--- config.mk ---
export PLATFORM = sky130hd
export DESIGN_NAME = sstr_ctrl_flat
export DESIGN_NICKNAME = d
export VERILOG_FILES = /design/src/verilog/sstr_pkg.sv /design/src/verilog/sstr_if.sv /design/src/verilog/sstr_ctrl.sv /design/src/flat_wrapper.sv
export SDC_FILE = /design/constraint.sdc
export NUM_CORES = 1
export LEC_CHECK = 0
export ABC_AREA = 1
export BUFFER_PORTS_ARGS = -buffer_cell sky130_fd_sc_hd__buf_2
export CAP_MARGIN = 15
export CORE_UTILIZATION = 33
export DETAILED_ROUTE_END_ITERATION = 10
export GPL_TIMING_DRIVEN = 1
export MAX_ROUTING_LAYER = met4
export PLACE_DENSITY = 0.5
export SLEW_MARGIN = 15
export SYNTH_ARGS = -nofsm -noshare
export SYNTH_HDL_FRONTEND = slang
export SYNTH_SLANG_ARGS = --single-unit
export TNS_END_PERCENT = 100
--- constraint.sdc ---
create_clock -name pclk -period 4.67 [get_ports pclk]
set_input_delay 0.7005 -clock pclk [delete_from_list [all_inputs] [get_ports pclk]]
set_output_delay 0.7005 -clock pclk [all_outputs]
set_load 0.02 [all_outputs]
--- src/verilog/sstr_pkg.sv ---
/*
 Shared constants for the snapshot/trigger readout pair: sensor register
 map, field positions, reset values, frame geometry, controller register
 map and timing counts.
 Assumes a single 40 MHz clock shared by both ends.
*/
`default_nettype none
package sstr_pkg;
  localparam int CLK_PERIOD_NS = 25;

  // Sensor register offsets
  localparam logic [7:0] REG_RESTART      = 8'h0B;
  localparam logic [7:0] REG_READOUT_MODE = 8'h1E;
  localparam logic [7:0] REG_READ_OPTIONS = 8'h20;
  localparam logic [7:0] REG_CHIP_ENABLE  = 8'hF1;

  // Sensor field positions
  localparam int BIT_RESTART   = 0;
  localparam int BIT_SNAPSHOT  = 8;
  localparam int BIT_RV_FMT_LO = 9;
  localparam int BIT_RV_FMT_HI = 10;
  localparam int BIT_CHIP_EN   = 0;

  // Sensor reset values
  localparam logic        RST_SNAPSHOT = 1'b0;
  localparam logic [1:0]  RST_RV_FMT   = 2'h0;
  localparam logic        RST_CHIP_EN  = 1'b1;

  // Row-valid formats; 2'h3 behaves as the xor format
  localparam logic [1:0] RV_NORMAL = 2'h0;
  localparam logic [1:0] RV_CONT   = 2'h1;

  // Frame geometry in pixel-clock steps
  localparam int COL_W = 4;
  localparam int ROW_W = 3;
  localparam logic [COL_W-1:0] ACT_COLS = 4'h8;
  localparam logic [COL_W-1:0] COL_LAST = 4'hB;
  localparam logic [ROW_W-1:0] ACT_ROWS = 3'h4;
  localparam logic [ROW_W-1:0] ROW_LAST = 3'h5;

  // Controller APB map
  localparam logic [11:0] OFS_CTRL   = 12'h000;
  localparam logic [11:0] OFS_CMD    = 12'h004;
  localparam logic [11:0] OFS_STATUS = 12'h008;
  localparam logic [11:0] OFS_COUNT  = 12'h00C;
  localparam int CTRL_SNAP    = 0;
  localparam int CTRL_FMT_LO  = 1;
  localparam int CTRL_FMT_HI  = 2;
  localparam int CTRL_CHIP_EN = 3;
  localparam int CTRL_STBY    = 4;
  localparam int CMD_TRIG     = 0;
  localparam int CMD_RESTART  = 1;
  localparam int CMD_APPLY    = 2;
  localparam logic [4:0] RST_CTRL = 5'h08;

  // Timing
  localparam int TRIG_PULSE_NS = 100;
  localparam logic [2:0] TRIG_CYCLES =
    3'((TRIG_PULSE_NS + CLK_PERIOD_NS - 1) / CLK_PERIOD_NS);
  localparam logic [1:0] STBY_HOLD_CYC = 2'h2;

  typedef enum logic [2:0] {
    DS_OFF  = 3'h1,
    DS_WAIT = 3'h2,
    DS_READ = 3'h4
  } sstr_dst_e;

  typedef enum logic [1:0] {
    CS_IDLE = 2'h1,
    CS_ACK  = 2'h2
  } sstr_cst_e;
endpackage : sstr_pkg
`default_nettype wire

--- src/verilog/sstr_if.sv ---
/*
 Link between the sensor readout end and the capture controller end:
 trigger, standby, register port and frame/row qualifiers with pixels.
 Assumes both ends run on the same pclk.
*/
`timescale 1ns/1ps
`default_nettype none
interface sstr_if;
  logic        trigger;
  logic        standby;
  logic        reg_wr;
  logic        reg_rd;
  logic [7:0]  reg_addr;
  logic [15:0] reg_wdata;
  logic [15:0] reg_rdata;
  logic        reg_ack;
  logic        frame_valid;
  logic        row_valid;
  logic        pixel_clock_out;
  logic [9:0]  pixel_data;

  modport sensor (
    input  trigger, standby, reg_wr, reg_rd, reg_addr, reg_wdata,
    output reg_rdata, reg_ack, frame_valid, row_valid,
    output pixel_clock_out, pixel_data
  );
  modport ctrl (
    output trigger, standby, reg_wr, reg_rd, reg_addr, reg_wdata,
    input  reg_rdata, reg_ack, frame_valid, row_valid,
    input  pixel_clock_out, pixel_data
  );
endinterface : sstr_if
`default_nettype wire

--- src/verilog/sstr_ctrl.sv ---
/*
 Capture controller end: APB slave with control, command, status and
 count registers; sensor register writer; trigger pulser; standby
 sequencing with master-clock run output; frame and pixel counting.
 Assumes an APB master on pclk and the sensor end on the interface.
*/
`timescale 1ns/1ps
`default_nettype none
module sstr_ctrl (
  input  wire logic        pclk,
  input  wire logic        presetn,
  input  wire logic        psel,
  input  wire logic        penable,
  input  wire logic        pwrite,
  input  wire logic [11:0] paddr,
  input  wire logic [31:0] pwdata,
  output var  logic [31:0] prdata,
  output var  logic        pready,
  output var  logic        pslverr,
  output var  logic        mclk_run,
  sstr_if.ctrl             lnk
);
  import sstr_pkg::*;

  typedef struct packed {
    sstr_cst_e   st;
    logic [3:0]  pend;
    logic [1:0]  idx;
    logic [4:0]  ctrl;
    logic [2:0]  trig_cnt;
    logic        trig;
    logic        stby;
    logic [1:0]  stby_cnt;
    logic        run;
    logic        wr;
    logic [7:0]  addr;
    logic [15:0] wdata;
    logic        pck_prev;
    logic        fv_prev;
    logic [15:0] frames;
    logic [15:0] pix;
    logic [15:0] last_pix;
    logic        pready;
    logic        pslverr;
    logic [31:0] prdata;
  } sstr_ctl_s;

  sstr_ctl_s q;
  sstr_ctl_s d;
  logic      setup;
  logic      access;
  logic      mapped;
  logic      sample;
  logic [3:0] pend_new;
  logic [1:0] sel;

  function automatic logic [23:0] sensor_word(
    input logic [1:0] idx,
    input logic [4:0] c
  );
    logic [15:0] w;
    logic [7:0]  a;
    w = 16'h0000;
    case (idx)
      2'h0: begin
        a = REG_READOUT_MODE;
        w[BIT_SNAPSHOT] = c[CTRL_SNAP];
      end
      2'h1: begin
        a = REG_READ_OPTIONS;
        w[BIT_RV_FMT_HI:BIT_RV_FMT_LO] = c[CTRL_FMT_HI:CTRL_FMT_LO];
      end
      2'h2: begin
        a = REG_CHIP_ENABLE;
        w[BIT_CHIP_EN] = c[CTRL_CHIP_EN];
      end
      default: begin
        a = REG_RESTART;
        w[BIT_RESTART] = 1'b1;
      end
    endcase
    return {a, w};
  endfunction : sensor_word

  always_comb begin
    d = q;
    setup = psel & ~penable;
    access = psel & penable & q.pready;
    mapped = (paddr == OFS_CTRL) | (paddr == OFS_CMD) |
             (paddr == OFS_STATUS) | (paddr == OFS_COUNT);
    pend_new = 4'h0;
    sel = 2'h0;

    // No wait state; read data is registered in the setup cycle so it comes from a flop
    d.pready = setup;
    d.pslverr = setup & ~mapped;
    if (setup) begin
      case (paddr)
        OFS_CTRL:   d.prdata = {27'h0, q.ctrl};
        OFS_STATUS: d.prdata = {26'h0, lnk.frame_valid, ~q.run, q.stby,
                                q.trig, (q.st != CS_IDLE), (q.pend != 4'h0)};
        OFS_COUNT:  d.prdata = {q.last_pix, q.frames};
        default:    d.prdata = 32'h0000_0000;
      endcase
    end
    if (access & pwrite & mapped) begin
      if (paddr == OFS_CTRL) begin
        d.ctrl = pwdata[4:0];
        pend_new[2:0] = 3'h7;
      end
      if (paddr == OFS_CMD) begin
        if (pwdata[CMD_APPLY]) pend_new[2:0] = 3'h7;
        if (pwdata[CMD_RESTART]) pend_new[3] = 1'b1;
        // Pin trigger only in snapshot mode and when idle
        if (pwdata[CMD_TRIG] & q.ctrl[CTRL_SNAP] & ~q.trig) begin
          d.trig_cnt = TRIG_CYCLES;
        end
      end
    end

    // Trigger pulse; forced low outside snapshot mode
    if (q.trig_cnt != 3'h0) d.trig_cnt = q.trig_cnt - 1'b1;
    d.trig = (q.trig_cnt != 3'h0) & d.ctrl[CTRL_SNAP];

    // Standby entry: assert standby, two more clocks, then stop
    if (d.ctrl[CTRL_STBY]) begin
      d.stby = 1'b1;
      if (q.stby & (q.stby_cnt != STBY_HOLD_CYC)) d.stby_cnt = q.stby_cnt + 1'b1;
      d.run = ~(q.stby & (q.stby_cnt == STBY_HOLD_CYC));
    end else begin
      d.run = 1'b1;
      d.stby_cnt = 2'h0;
      d.stby = ~q.run;   // Leave standby only once clock runs again
    end

    // Sensor register writer, one write in flight
    d.wr = 1'b0;
    for (int i = 3; i >= 0; i--) begin
      if (q.pend[i]) sel = 2'(i);
    end
    case (q.st)
      CS_IDLE: begin
        if ((q.pend != 4'h0) & q.run & ~q.stby) begin
          d.idx = sel;
          {d.addr, d.wdata} = sensor_word(sel, q.ctrl);
          d.wr = 1'b1;
          d.st = CS_ACK;
        end
      end
      CS_ACK: begin
        if (lnk.reg_ack) d.st = CS_IDLE;
      end
      default: d.st = CS_IDLE;
    endcase
    // A new request beats the completion clearing the same bit
    d.pend = (q.pend & ~(((q.st == CS_ACK) & lnk.reg_ack) ?
              4'(1 << q.idx) : 4'h0)) | pend_new;

    // Pixel and frame counting on pixel clock rise
    d.pck_prev = lnk.pixel_clock_out;
    sample = lnk.pixel_clock_out & ~q.pck_prev;
    if (sample) begin
      d.fv_prev = lnk.frame_valid;
      if (lnk.frame_valid & lnk.row_valid) d.pix = q.pix + 1'b1;
      if (q.fv_prev & ~lnk.frame_valid) begin
        d.frames = q.frames + 1'b1;
        d.last_pix = q.pix;
        d.pix = 16'h0000;
      end
    end
  end

  always_ff @(posedge pclk or negedge presetn) begin
    if (!presetn) begin
      q.st <= CS_IDLE;
      q.pend <= 4'h0;
      q.idx <= 2'h0;
      q.ctrl <= RST_CTRL;
      q.trig_cnt <= 3'h0;
      q.trig <= 1'b0;
      q.stby <= 1'b0;
      q.stby_cnt <= 2'h0;
      q.run <= 1'b1;
      q.wr <= 1'b0;
      q.addr <= 8'h00;
      q.wdata <= 16'h0000;
      q.pck_prev <= 1'b0;
      q.fv_prev <= 1'b0;
      q.frames <= 16'h0000;
      q.pix <= 16'h0000;
      q.last_pix <= 16'h0000;
      q.pready <= 1'b0;
      q.pslverr <= 1'b0;
      q.prdata <= 32'h0000_0000;
    end else begin
      q <= d;
    end
  end

  assign prdata = q.prdata;
  assign pready = q.pready;
  assign pslverr = q.pslverr;
  assign mclk_run = q.run;
  assign lnk.trigger = q.trig;
  assign lnk.standby = q.stby;
  assign lnk.reg_wr = q.wr;
  assign lnk.reg_rd = 1'b0;
  assign lnk.reg_addr = q.addr;
  assign lnk.reg_wdata = q.wdata;
endmodule : sstr_ctrl
`default_nettype wire

--- src/flat_wrapper.sv ---
// flat-port wrapper written by rule: the top's interface ports become plain ports
module sstr_ctrl_flat import sstr_pkg::*;
  (pclk, presetn, psel, penable, pwrite, paddr, pwdata, prdata, pready, pslverr, mclk_run, lnk_trigger, lnk_standby, lnk_reg_wr, lnk_reg_rd, lnk_reg_addr, lnk_reg_wdata, lnk_reg_rdata, lnk_reg_ack, lnk_frame_valid, lnk_row_valid, lnk_pixel_clock_out, lnk_pixel_data);
  sstr_if lnk_i ();
  input  wire logic pclk;
  input  wire logic presetn;
  input  wire logic psel;
  input  wire logic penable;
  input  wire logic pwrite;
  input  wire logic [11:0] paddr;
  input  wire logic [31:0] pwdata;
  output var  logic [31:0] prdata;
  output var  logic pready;
  output var  logic pslverr;
  output var  logic mclk_run;
  output wire logic [$bits(lnk_i.trigger)-1:0] lnk_trigger;
  output wire logic [$bits(lnk_i.standby)-1:0] lnk_standby;
  output wire logic [$bits(lnk_i.reg_wr)-1:0] lnk_reg_wr;
  output wire logic [$bits(lnk_i.reg_rd)-1:0] lnk_reg_rd;
  output wire logic [$bits(lnk_i.reg_addr)-1:0] lnk_reg_addr;
  output wire logic [$bits(lnk_i.reg_wdata)-1:0] lnk_reg_wdata;
  input wire logic [$bits(lnk_i.reg_rdata)-1:0] lnk_reg_rdata;
  input wire logic [$bits(lnk_i.reg_ack)-1:0] lnk_reg_ack;
  input wire logic [$bits(lnk_i.frame_valid)-1:0] lnk_frame_valid;
  input wire logic [$bits(lnk_i.row_valid)-1:0] lnk_row_valid;
  input wire logic [$bits(lnk_i.pixel_clock_out)-1:0] lnk_pixel_clock_out;
  input wire logic [$bits(lnk_i.pixel_data)-1:0] lnk_pixel_data;
  assign lnk_trigger = lnk_i.trigger;
  assign lnk_standby = lnk_i.standby;
  assign lnk_reg_wr = lnk_i.reg_wr;
  assign lnk_reg_rd = lnk_i.reg_rd;
  assign lnk_reg_addr = lnk_i.reg_addr;
  assign lnk_reg_wdata = lnk_i.reg_wdata;
  assign lnk_i.reg_rdata = lnk_reg_rdata;
  assign lnk_i.reg_ack = lnk_reg_ack;
  assign lnk_i.frame_valid = lnk_frame_valid;
  assign lnk_i.row_valid = lnk_row_valid;
  assign lnk_i.pixel_clock_out = lnk_pixel_clock_out;
  assign lnk_i.pixel_data = lnk_pixel_data;
  sstr_ctrl u_core (.pclk(pclk), .presetn(presetn), .psel(psel), .penable(penable), .pwrite(pwrite), .paddr(paddr), .pwdata(pwdata), .prdata(prdata), .pready(pready), .pslverr(pslverr), .mclk_run(mclk_run), .lnk(lnk_i));
endmodule
== Word level (Yosys, flattened, before mapping) ==
Index checks and enable logic that the tools add are counted.
Storage, ports and cells
  register bits: 118
  input port bits: 79
  output and inout bits: 63
  word-level logic and storage cells: 114
Operators by class
  $add $sub $neg: 4
  eq/ne operators: 13
  shifts and indexed selects: 1
  multiplexer cells: 29
  bitwise logic cells: 31
  reduce and logical (&&, ||, !) cells: 15
Operator list (count)
  $pmux W32 S3: 1
  $mux W25: 2
  $add A16 B1 Y16 const B: 2
  $mux W32: 1
  $eq A12 B4 Y1 const B: 2
  $pmux W8 S3: 1
  $and A1 B1 Y1: 17
  $mux W16: 1
  $mux W2: 8
  $mux W4: 4
  $mux W3: 5
  $eq A12 B3 Y1 const B: 1
  $logic_not A12 Y1: 1
  $reduce_and A2 Y1: 5
  $mux W8: 1
  $not A1 Y1: 8
  $reduce_bool A2 Y1: 4
  $eq A2 B2 Y1 const B: 3
  $ne A2 B2 Y1 const B: 3
  $mux W5: 1
  $and A4 B4 Y4: 1
  $eq A2 B1 Y1 const B: 2
  $ne A2 B1 Y1 const B: 2
  $not A4 Y4: 1
  13 further kinds: 16

== Longest topological paths before layout ==
  depth after elaboration: 9
  depth in mapped cells: 9

== Worst setup path before layout ==
OpenSTA, ideal clock, no wires.
  path kind: in2reg
  from: input port paddr[11]
  to: register u_core.q, in the netlist u_core.lnk.trigger
  data arrival time: 1.500 ns
  data required time: 4.548 ns
  path slack: 3.048 ns
  cell stages on the path: 8
  buffers on the path: 0
  path through: nor2_1 > nand2_2 > nor2_8 > nand2_2 > nor2_4 > nand2_1 > o21ai_1 > nor2_1
RTL lines
  from (decl): line flat_wrapper.sv:10  | input wire logic [11:0] paddr;
  to (decl): line sstr_ctrl.sv:48  | sstr_ctl_s q;

== Worst setup path in the final report ==
  from: input port lnk_frame_valid
  to: register u_core.q[72] in the netlist's numbering
On the way
  cells in the longest elaborated chain, start to end: 3
RTL lines
  from (decl): line flat_wrapper.sv:24  | input wire logic [$bits(lnk_i.frame_valid)-1:0] lnk_frame_valid;
  $not A1 Y1: line sstr_ctrl.sv:165  | if (q.fv_prev & ~lnk.frame_valid) begin
  $and A1 B1 Y1: line sstr_ctrl.sv:165
  $reduce_and A2 Y1 (no source line)
Every way passes these cells.
A chain may end at the register's enable or synchronous reset.

==> impl_results.md <==
* Main combinational cell family by area after synthesis: simple AND/OR/NAND/NOR gates
* Critical path class: input pin to flip-flop
* P&R area growth vs syn at 14.38%
* Failing checks: DRC
* Post-Synthesis Cell Area at approximately 0.0061 mm^2
* Fin Hold WS at roughly 0.36 ns
* # hold bufs at CTS at 0
* DRT met1 WL at around 7 mm
* Core ar. at roughly 0.018 mm^2
* XOR/XNOR share of the synthesized area at under 10%
* Post-synth top area share at approximately 47%
* Clock network power share at between 40% and 50%
* Pwr Total at ~3 mW
* Post-synth EDFFs at 0
* Place WS at approximately 2.3 ns
* Maximum fanout along the worst path at 23
* Root Driver: clkbuf_16
* CP cell instances: buf_2 -> nor2_1 -> nand2_1 -> buf_4 -> nor2_2 -> nand3_1 -> nor2_1 -> xor2_1
* Pwr/cell area at ~440 mW/mm^2
* VDD IR max at ~0.26 mV
* Primary FF master, synth: dfrtp_1
* Vias in the first global route at 4,408
* Vias/cell at 4.527
* WP data required at roughly 5.0 ns
* Pleak at about 3.4 nW
* WP buf/inv at 2
* Die H at 137.5 um
* HPWL Detailed at approximately 9.5 mm
* Non-filler cells, final at roughly 1,000
* Routed WL at between 10 and 15 mm
* Most frequent cells in the layout: nand2_1, dfrtp_1, buf_2, inv_1, o21ai_0
* Clk slew on worst S/H paths at about 0.050 ns
* Largest area contributor in the netlist: dfrtp_1
* Post-synth cell types at 35
* Reg power frac at 41.6%
* Status: complete, but fails checks
* Fin. Hold Viols at 0
* Setup total negative slack at 0 ns
* Fin crit period at 1.890 ns
* Clock tree buffer depth at 2
* RSZ-0062 raised after global routing: no
* Design area at just under 0.007 mm^2
* Met2 Wirelength at between 5 and 6 mm
* First-pass GRT wire length at approximately 22 mm
* Worst-Margin Slew at 0.7446 ns
* FF-to-FF End: u_core.q[72]
* Initial DRC Count at about 280
* Reg2reg path depth at 8
* Routed length per instance at around 13 um
* Main area contributors after synthesis: dfrtp_1, nand2_1, buf_4
* Net Sw Frac at between 20% and 30%
* DP Cell Count at just under 1,000
* Slew Limit Headroom at about half
* Final worst-path cycle share at about two fifths
* Die width at ~140 um
* I/O pin cnt at 142
* Flops & latches, synth at roughly 120
* Synth Area in Adders at ~1.7%
* Arrival time at the worst endpoint at 2.23 ns
* Achievable Freq at 529.0 MHz
* CP max-delay cell: buf_4
* Comb pwr share at ~12%
* Syn Inst Count at 727
* Final core occ at around 39%
* Htree depth at 4
* Top layer in use: met4
* Layout cell share with drive strength beyond 1 at between 20% and 30%
* Slew Limit Fails at 0
* Initial antenna violation count at 0
* Die ar. at about 0.019 mm^2
* Commonest non-fill, non-tap cell in the layout: nand2_1
* Max-cap violations at 0
* Global Route Usage Sum at 16.19%
* Asr flop ratio synth at 100.0%
* Pin count of the biggest net entering global routing at 57
* Row cnt at 49
* Met3 wire len at roughly 560 um
* Element type at the critical path end: flip-flop
* Hold WC Path Type: input pin to asynchronous set/reset pin
* P_sw at 0.8351 mW
* Crit path launch type: input pin
* YS warnings at 0
* CP most frequent cell: nor2_1
* Compound-Gate Fraction of Synth Area at around a tenth
* Slowest stage delay, CP at 0.38 ns
* Int Power at ~2.2 mW
* IO Port Bufs at 75
* Drt drc at 2
* # diodes at 0
* Worst path top cell family by delay: simple AND/OR/NAND/NOR gates
* Simple-gate share of the synthesized area at between 20% and 30%
* Clk_skew at between 0.006 and 0.007 ns
* Reg2reg start: u_core.q[82]
* Worst reg2reg setup slack at about 2.8 ns
* Clk_lat worst skew at approximately 0.41 ns
* Drt first pass iters at 7
* Num CTS Buffers at 17
* Avg Inst Size Synth at roughly 8.3 um^2
* Post-placement cell area at 0.006281 mm^2
* CTS tree: yes
* Postcts setup bufs at 0
* Worst setup margin at between 2 and 3 ns
* Setup violations, final at 0
* Multiplexer fraction of the synthesized cell area at 0%
* Global placer's final weighted congestion at around 0.86
* Antenna viol nets, final at 0
* Global route overflow at 0
* Nets@finish at 850
* CTS resizes at 0
* Vias at about 4,600
* Clock sinks at between 100 and 150
* Initial Util at 33.72%
* Seq/Total Area, Yosys at between 40% and 50%
==> cell type report <==
cell class                      instances  area (um^2)
Timing Repair Buffer                   80        415.4
Tap cell                              229        286.5
Sequential cell                       116         2907
Fill cell                            1865        11040
Inverter                               70        262.8
Clock buffer                           18        439.2
Multi-Input combinational cell        478         2410
Clock inverter                         14        207.7
==> worst max path at each step <==
| stage | start | end | slack (ns) | depth (start not counted) |
|---|---|---|---|---|
| after CTS | u_core.q[82] | u_core.q[72] | 2.74 | 8 |
| final | lnk_frame_valid | u_core.q[72] | 2.78 | 8 |
| after global routing | lnk_pixel_clock_out | u_core.q[72] | 2.49 | 9 |
| after global placement | lnk_frame_valid | u_core.q[72] | 2.32 | 8 |
| after detailed placement | lnk_frame_valid | u_core.q[72] | 2.32 | 8 |
| after floorplan | paddr[11] | u_core.lnk.trigger | 3.05 | 8 |
==> kinds of logic (layout without fill, tap and decap cells) <==
family / after synthesis / count (layout)
buffers and inverters: 145 / 182
other: 1 / 13
AOI/OAI and AO/OA: 93 / 93
and+or+nand+nor: 352 / 352
adders and majority gates: 8 / 8
DFF: 116 / 116
xor gates and xnor gates: 12 / 12
==> cell usage after synthesis (7+ instances only) <==
cell type  number
a21oi_1         9
buf_2           7
buf_4          58
clkbuf_1        7
dfrtp_1       113
ha_1            8
inv_1          70
nand2_1       212
nand2_2         7
nand3_1        43
nand4_1        23
nor2_1         38
nor3_1          9
o21ai_0        57
o21ai_2        20
xor2_1          9
==> worst register-to-register path, cell delays in order, from the launching register on <==
cell and delay, ns:
dfrtp_1 0.38, inv_1 0.05, nor2_1 0.08, nand2_1 0.37, buf_4 0.38, nor2_2 0.14
nand3_1 0.12, nor2_1 0.15, xor2_1 0.15
==> per-layer routing <==
| metal | track usage [%] | up-vias |
|---|---|---|
| li1 | - | 2348 |
| met1 | 21.83 | 2098 |
| met2 | 23.39 | 94 |
| met3 | 4.525 | 10 |
| met4 | 4.945 | 0 |
| met5 | - | - |
==> power by group through the flow <==
stage | clock network [mW] | logic (mW) | registers, mW
after detailed placement | 0 | 0.357 | 1.29
after CTS | 1.46 | 0.359 | 1.27
after global placement | 0 | 0.352 | 1.29
final | 1.43 | 0.353 | 1.27
after global routing | 1.50 | 0.422 | 1.30
after floorplan | 0 | 0.264 | 1.25
==> registers in the layout, summed over array words and instances (netlist names) <==
register	cells
u_core.q	68
u_core.prdata	32
u_core.lnk.reg_addr	6
u_core.lnk.reg_wdata	4
u_core.lnk.reg_wr	1
u_core.lnk.standby	1
u_core.lnk.trigger	1
u_core.mclk_run	1
u_core.pready	1
u_core.pslverr	1
Note: power is estimated with default switching activity, not from simulation.
